### src/shared/pdm_pkg.sv
// shared constants and types for the loop divider and mode control
package pdm_pkg;

    // ==========================================================
    // field widths
    localparam int PSEL_W = 2;
    localparam int FB_MULT_SELECT_W = 5;
    localparam int RATIO_W = 6;

    // ==========================================================
    // lock detector figures
    localparam logic [3:0] LOCK_RUN = 4'h8;
    localparam logic [3:0] LOCK_CNT_RST = 4'h0;

    // ==========================================================
    // reset values of configuration and outputs
    localparam logic [PSEL_W-1:0] PSEL_DIV2 = 2'h0;
    localparam logic [RATIO_W-1:0] RATIO_ONE = 6'h01;
    localparam logic [RATIO_W-1:0] CNT_RST = 6'h00;

    // ==========================================================
    // loop control word
    typedef struct packed {
        logic loop_powerdown;
        logic bypass;
        logic direct;
        logic [PSEL_W-1:0] psel;
        logic [FB_MULT_SELECT_W-1:0] fb_mult_select;
    } pdm_ctrl_t;

    // ==========================================================
    // loop state, gray along down -> acquire -> locked
    typedef enum logic [1:0] {
        ST_DOWN = 2'b00,
        ST_ACQ = 2'b01,
        ST_LOCK = 2'b11,
        ST_BYP = 2'b10
    } pdm_state_t;

endpackage : pdm_pkg

### src/hdl/pdm_div_cnt.sv
// step counter that divides a pulse stream by a programmable ratio
`timescale 1ns/1ps
module pdm_div_cnt #(
    parameter int RW = 6
) (
    input wire logic core_clk_i,
    input wire logic reset_i,
    input wire logic hold_i,
    input wire logic step_i,
    input wire logic [RW-1:0] ratio_i,
    output logic last_o,
    output logic wrap_o
);

    // ==========================================================
    // counter
    logic [RW-1:0] cnt_reg;

    assign last_o = (cnt_reg >= ratio_i - RW'(1));
    assign wrap_o = step_i & last_o;

    always_ff @(posedge core_clk_i) begin
        if (reset_i || hold_i) begin
            cnt_reg <= '0;
        end else if (wrap_o) begin
            cnt_reg <= '0;
        end else if (step_i) begin
            cnt_reg <= cnt_reg + RW'(1);
        end
    end

endmodule : pdm_div_cnt

### src/hdl/pdm_loop_ctrl.sv
// divider, mode selection and lock logic around the system loop
// Operation
// - the post divider divides the oscillator clock by twice P, giving a 50% duty output.
// - the feedback divider makes output over input frequency equal to the multiplier field plus one.
// - in normal mode the post divider is used, so output equals M times input and oscillator over 2P.
// - in direct oscillator mode the oscillator clock drives the output with no post division.
// - in power-down without bypass the oscillator and phase detector stop, dividers are held in reset, lock stays low.
// - after power-down is released the loop runs again and lock rises only once regained.
// - the feedback output is a mask on the feedback input clock and stays high when M is one.
// - in direct bypass the analog part is off, the post divider idle, input passes to the output.
// - in direct bypass with M above one the feedback output runs at input frequency over M.
// - with direct clear the post divider divides by 2, 4, 8 or 16; direct set without bypass routes the oscillator out.
// - lock rises after more than eight good phase checks in a row and drops on one bad check.
`timescale 1ns/1ps
module pdm_loop_ctrl (
    input wire logic core_clk_i,
    input wire logic reset_i,
    input wire pdm_pkg::pdm_ctrl_t loop_ctrl_word_i,
    input wire logic ref_clk_lvl_i,
    input wire logic osc_clk_lvl_i,
    input wire logic phase_ok_i,
    output logic analog_run_o,
    output logic loop_out_clock_o,
    output logic fb_mask_o,
    output logic lock_o,
    output pdm_pkg::pdm_state_t state_o
);

    // ==========================================================
    // helpers
    function automatic logic [pdm_pkg::RATIO_W-1:0] post_ratio(input logic [pdm_pkg::PSEL_W-1:0] sel);
        post_ratio = pdm_pkg::RATIO_ONE << sel;
    endfunction : post_ratio

    function automatic logic [pdm_pkg::RATIO_W-1:0] fb_ratio(input logic [pdm_pkg::FB_MULT_SELECT_W-1:0] sel);
        fb_ratio = {1'b0, sel} + pdm_pkg::RATIO_ONE;
    endfunction : fb_ratio

    // ==========================================================
    // mode decode
    logic pd_w;
    logic byp_w;
    logic dir_w;
    logic analog_on_w;
    logic div_hold_w;

    assign pd_w = loop_ctrl_word_i.loop_powerdown;
    assign byp_w = loop_ctrl_word_i.bypass;
    assign dir_w = loop_ctrl_word_i.direct;
    assign analog_on_w = !pd_w && !byp_w;
    assign div_hold_w = pd_w && !byp_w;

    // ==========================================================
    // edge detection on the clock levels
    logic ref_prev_reg;
    logic osc_prev_reg;
    logic ref_rise_w;
    logic osc_edge_w;

    always_ff @(posedge core_clk_i) begin
        if (reset_i) begin
            ref_prev_reg <= 1'b0;
            osc_prev_reg <= 1'b0;
        end else begin
            ref_prev_reg <= ref_clk_lvl_i;
            osc_prev_reg <= osc_clk_lvl_i;
        end
    end

    assign ref_rise_w = ref_clk_lvl_i && !ref_prev_reg;
    assign osc_edge_w = osc_clk_lvl_i && !osc_prev_reg;

    // ==========================================================
    // post divider, toggles every P source edges
    logic pdiv_reg;
    logic pdiv_step_w;
    logic pdiv_wrap_w;

    assign pdiv_step_w = byp_w ? ref_rise_w : (analog_on_w && osc_edge_w);

    pdm_div_cnt #(
        .RW(pdm_pkg::RATIO_W)
    ) u_post_div (
        .core_clk_i(core_clk_i),
        .reset_i(reset_i),
        .hold_i(div_hold_w || (byp_w && dir_w)),
        .step_i(pdiv_step_w),
        .ratio_i(post_ratio(loop_ctrl_word_i.psel)),
        .last_o(),
        .wrap_o(pdiv_wrap_w)
    );

    always_ff @(posedge core_clk_i) begin
        if (reset_i || div_hold_w || (byp_w && dir_w)) begin
            pdiv_reg <= 1'b0;
        end else if (pdiv_wrap_w) begin
            pdiv_reg <= !pdiv_reg;
        end
    end

    // ==========================================================
    // output clock selection
    logic out_clk_next;
    logic out_clk_reg;
    logic out_rise_w;

    always_comb begin
        case ({pd_w, byp_w, dir_w})
            3'b000: out_clk_next = pdiv_reg;
            3'b001: out_clk_next = osc_clk_lvl_i;
            3'b010, 3'b110: out_clk_next = pdiv_reg;
            3'b011, 3'b111: out_clk_next = ref_clk_lvl_i;
            default: out_clk_next = 1'b0;
        endcase
    end

    always_ff @(posedge core_clk_i) begin
        if (reset_i) begin
            out_clk_reg <= 1'b0;
        end else begin
            out_clk_reg <= out_clk_next;
        end
    end

    assign out_rise_w = out_clk_next && !out_clk_reg;

    // ==========================================================
    // feedback divider, mask on its input clock
    logic fb_last_w;
    logic fb_mask_reg;
    logic m_is_one_w;

    assign m_is_one_w = (loop_ctrl_word_i.fb_mult_select == '0);

    pdm_div_cnt #(
        .RW(pdm_pkg::RATIO_W)
    ) u_fb_div (
        .core_clk_i(core_clk_i),
        .reset_i(reset_i),
        .hold_i(div_hold_w),
        .step_i(out_rise_w),
        .ratio_i(fb_ratio(loop_ctrl_word_i.fb_mult_select)),
        .last_o(fb_last_w),
        .wrap_o()
    );

    always_ff @(posedge core_clk_i) begin
        if (reset_i || div_hold_w) begin
            fb_mask_reg <= 1'b0;
        end else if (m_is_one_w) begin
            fb_mask_reg <= 1'b1;
        end else begin
            fb_mask_reg <= fb_last_w;
        end
    end

    // ==========================================================
    // lock detector
    logic [3:0] lock_cnt_reg;

    always_ff @(posedge core_clk_i) begin
        if (reset_i || !analog_on_w) begin
            lock_cnt_reg <= pdm_pkg::LOCK_CNT_RST;
        end else if (ref_rise_w) begin
            if (!phase_ok_i) begin
                lock_cnt_reg <= pdm_pkg::LOCK_CNT_RST;
            end else if (lock_cnt_reg <= pdm_pkg::LOCK_RUN) begin
                lock_cnt_reg <= lock_cnt_reg + 4'h1;
            end
        end
    end

    // ==========================================================
    // loop state
    pdm_pkg::pdm_state_t state_reg;
    pdm_pkg::pdm_state_t state_next;

    always_comb begin
        case (state_reg)
            pdm_pkg::ST_DOWN: state_next = pdm_pkg::ST_ACQ;
            pdm_pkg::ST_ACQ: state_next = (lock_cnt_reg > pdm_pkg::LOCK_RUN) ? pdm_pkg::ST_LOCK : pdm_pkg::ST_ACQ;
            pdm_pkg::ST_LOCK: state_next = (lock_cnt_reg > pdm_pkg::LOCK_RUN) ? pdm_pkg::ST_LOCK : pdm_pkg::ST_ACQ;
            pdm_pkg::ST_BYP: state_next = pdm_pkg::ST_DOWN;
            default: state_next = pdm_pkg::ST_DOWN;
        endcase
        if (byp_w) begin
            state_next = pdm_pkg::ST_BYP;
        end else if (pd_w) begin
            state_next = pdm_pkg::ST_DOWN;
        end else if (ref_rise_w && !phase_ok_i) begin
            state_next = pdm_pkg::ST_ACQ;
        end
    end

    always_ff @(posedge core_clk_i) begin
        if (reset_i) begin
            state_reg <= pdm_pkg::ST_DOWN;
        end else begin
            state_reg <= state_next;
        end
    end

    // ==========================================================
    // registered outputs
    logic analog_run_reg;
    logic lock_reg;

    always_ff @(posedge core_clk_i) begin
        if (reset_i) begin
            analog_run_reg <= 1'b0;
            lock_reg <= 1'b0;
        end else begin
            analog_run_reg <= analog_on_w;
            lock_reg <= (state_next == pdm_pkg::ST_LOCK);
        end
    end

    assign analog_run_o = analog_run_reg;
    assign loop_out_clock_o = out_clk_reg;
    assign fb_mask_o = fb_mask_reg;
    assign lock_o = lock_reg;
    assign state_o = state_reg;

endmodule : pdm_loop_ctrl

### config.mk
export PLATFORM = sky130hd
export DESIGN_NAME = pdm_loop_ctrl
export DESIGN_NICKNAME = d
export VERILOG_FILES = /design/src/shared/pdm_pkg.sv /design/src/hdl/pdm_div_cnt.sv /design/src/hdl/pdm_loop_ctrl.sv
export SDC_FILE = /design/constraint.sdc
export NUM_CORES = 1
export LEC_CHECK = 0
export BUFFER_PORTS_ARGS = -buffer_cell sky130_fd_sc_hd__buf_2
export CAP_MARGIN = 40
export CORE_MARGIN = 1.5
export CORE_UTILIZATION = 35
export DETAILED_ROUTE_END_ITERATION = 12
export HOLD_SLACK_MARGIN = 0.06
export PLACE_DENSITY_LB_ADDON = 0.1
export SETUP_SLACK_MARGIN = 0.4
export SYNTH_ARGS = -nofsm -noshare
export SYNTH_HDL_FRONTEND = slang
export SYNTH_HIERARCHICAL = 1
export SYNTH_SLANG_ARGS = --single-unit
### constraint.sdc
create_clock -name core_clk_i -period 2.8 [get_ports core_clk_i]
set_clock_uncertainty 0.05 [all_clocks]
set_input_delay 0.56 -clock core_clk_i [delete_from_list [all_inputs] [get_ports core_clk_i]]
set_output_delay 0.56 -clock core_clk_i [all_outputs]
set_load 0.01 [all_outputs]
==> flow_metrics.env <==
export IMPL_track_usage_pct=13.9
export IMPL_worst_pin_slew_ns=0.529
export IMPL_clk_latency_ns=0.27
export IMPL_drive_above_1_share_pct=38.3
export IMPL_area_growth_pct=28.3
export IMPL_die_w_um=74.0
export IMPL_p_comb_share_pct=25.3
export IMPL_p_per_area_mw_per_mm2=345
export IMPL_nFillCells=474
export IMPL_hpwl_um=2830
export IMPL_clkTransAtPathRegs_ns=0.08
export IMPL_ys_warn_count=6
export IMPL_grt_pass1_vias=1326
export IMPL_cts_sinks=25
export IMPL_cts_buffer_depth=2
export IMPL_portBuffers=20
export IMPL_path_class="in2reg"
export IMPL_relSlewSlack_pct=64.3
export IMPL_worst_setup_path_end_kind="flip-flop"
export IMPL_avgSynthCellArea_um2=9.29
export IMPL_switchingPower_uw=232
export IMPL_die_y_um=74.0
export IMPL_root_buffer="clkbuf_8"
export IMPL_p_leak_nw=0.889
export IMPL_die_area_mm2=0.00548
export IMPL_vdd_drop_max_mv=0.224
export IMPL_core_rowCount=25
export IMPL_min_period_ns=2.44
export IMPL_hold_violations=0
export IMPL_antenna_cells=0
export IMPL_cts_tree="yes"
export IMPL_cts_htree_levels=1
export IMPL_netSwitchingFraction_pct=29.6
export IMPL_viasPerCell=4.83
export IMPL_cp_slowest_cell="ha_2"
export IMPL_arrival_ns=2.58
export IMPL_setup_viol=0
export IMPL_numCtsBuffers=3
export IMPL_boundaryPins=21
export IMPL_power_frac_seq_pct=47.1
export IMPL_grt_pass1_wl_um=6040
export IMPL_period_share_pct=87.1
export IMPL_placed_cells=279
export IMPL_antenna_found_initial=0
export IMPL_crit_fanout=4
export IMPL_fin_nets=258
export IMPL_pwr_share_clk_pct=27.6
export IMPL_startpoint_type="primary input"
export IMPL_wl_per_cell_um=12.7
export IMPL_ant_nets=0
export IMPL_routed_wirelength_um=3680
export IMPL_hp_class="reg2reg"
export IMPL_cp_top_family="adder cells"
export IMPL_place_worst_setup_slack_ns=-0.0483
export IMPL_clock_fmax_mhz=410
export IMPL_intPower_uw=551
export IMPL_rsz0062_at_grt="true"
export IMPL_status="finished clean"
export IMPL_gp_congestion=0.765
export IMPL_critical_path_max_stage_delay_ns=0.34
export IMPL_cp_num_buf_inv=2
export IMPL_netlist_area_mm2=0.00177
export IMPL_slew_viol_final=0
export IMPL_timing_final_ws_setup_ns=0.361
export IMPL_grt_overflow_total=0
export IMPL_syn_inst=190
export IMPL_start_util_pct=36.9
export IMPL_layoutNonFillerInstCount=289
export IMPL_drv_cap=0
export IMPL_first_iter_violations=96
export IMPL_cp_data_required_time_ns=2.95
export IMPL_firstDrtPassIters=4
export IMPL_vias=1397
export IMPL_core_mm2=0.00479
export IMPL_path_cells="buf_8, ha_4, xor2_4, nor3_2, nor3b_2, xnor2_1, ha_2, a21oi_2, o22a_2, o31ai_4, buf_6, nor3_4"
export IMPL_grt_max_degree=15
export IMPL_drt_drc_violations_left=0
-- final timing paths --
kind	startpoint	endpoint	slack [ns]	depth (start not counted)
worst max-delay path	loop_ctrl_word_i[0]	u_fb_div/cnt_reg[0]	0.36	12
worst min-delay path	lock_cnt_reg[2]	lock_cnt_reg[2]	0.45	2
worst max register to register	pdiv_reg	u_fb_div/cnt_reg[0]	1.01	9
worst min register to register	lock_cnt_reg[2]	lock_cnt_reg[2]	0.45	2
-- layout by cell type (no fill, tap or decap), types with 4 or more instances in the layout --
cell and count:
nand3_1 5, buf_4 8, nor2_1 7, nand2b_1 5, nor2b_1 7, nor3_4 6
xor2_1 8, xnor2_1 11, a21oi_2 4, buf_2 19, nor3_1 4, dfxtp_1 25
nor3_2 8, nand2_1 15, ha_1 17, inv_1 11
-- per-stage QoR --
stage / TNS, ns / hold slack [ns] / cell area (um^2) / total power [mW] / util (%)
2_1_floorplan: 0 / 0.412 / 1780 / 0.497 / -
3_3_place_gp: 0 / 0.436 / 1960 / 0.533 / 41.0
3_5_place_dp: -0.0483 / 0.435 / 1970 / 0.541 / 41.1
4_1_cts: 0 / 0.447 / 2070 / 0.769 / 43.3
5_1_grt: 0 / 0.455 / 2270 / 0.837 / 47.3
6_report: 0 / 0.450 / 2270 / 0.783 / 47.3
-- power by group through the flow --
stage	Clock (mW)	Sequential, mW	Combinational, mW
floorplan	0	0.378	0.119
global placement	0	0.377	0.156
detailed placement	0	0.377	0.163
CTS	0.227	0.369	0.174
global route	0.248	0.371	0.218
finish	0.216	0.369	0.198
-- area by class of cell --
cell class | count | area, um^2 | area share (%)
Inverter | 14 | 57.6 | 2.54
Sequential cell | 25 | 500 | 22.1
Multi-Input combinational cell | 147 | 1360 | 60.0
Timing Repair Buffer | 32 | 219 | 9.66
Tap cell | 67 | 83.8 | 3.70
Clock inverter | 1 | 5.00 | 0.221
Clock buffer | 3 | 41.3 | 1.82
-- worst register-to-register path, cell delays in order (launching register included) --
cell	delay [ns]
dfxtp_1	0.39
mux2i_1	0.12
nor3_1	0.16
buf_2	0.23
buf_4	0.16
nand3_1	0.06
o22a_2	0.22
o31ai_4	0.07
buf_6	0.18
nor3_4	0.04
-- timing repair --
item                                    CTS  global route
pin swaps                                 3            18
buffers inserted                          2             4
endpoints found under the setup margin    8            12
hold endpoints to repair                  0             0
resized for setup                         9            32
hold buffers                              0             0
-- per-layer routing --
layer / track usage (%) / vias to the layer above / part of all wire [%]
li1: - / 722 / -
met1: 17.8 / 667 / 46
met2: 24.3 / 8 / 53
met3: 3.25 / 0 / 1.9
met4: 1.85 / 0 / 0
met5: 0 / - / 0
No activity file was read; power rests on OpenSTA's default activity.
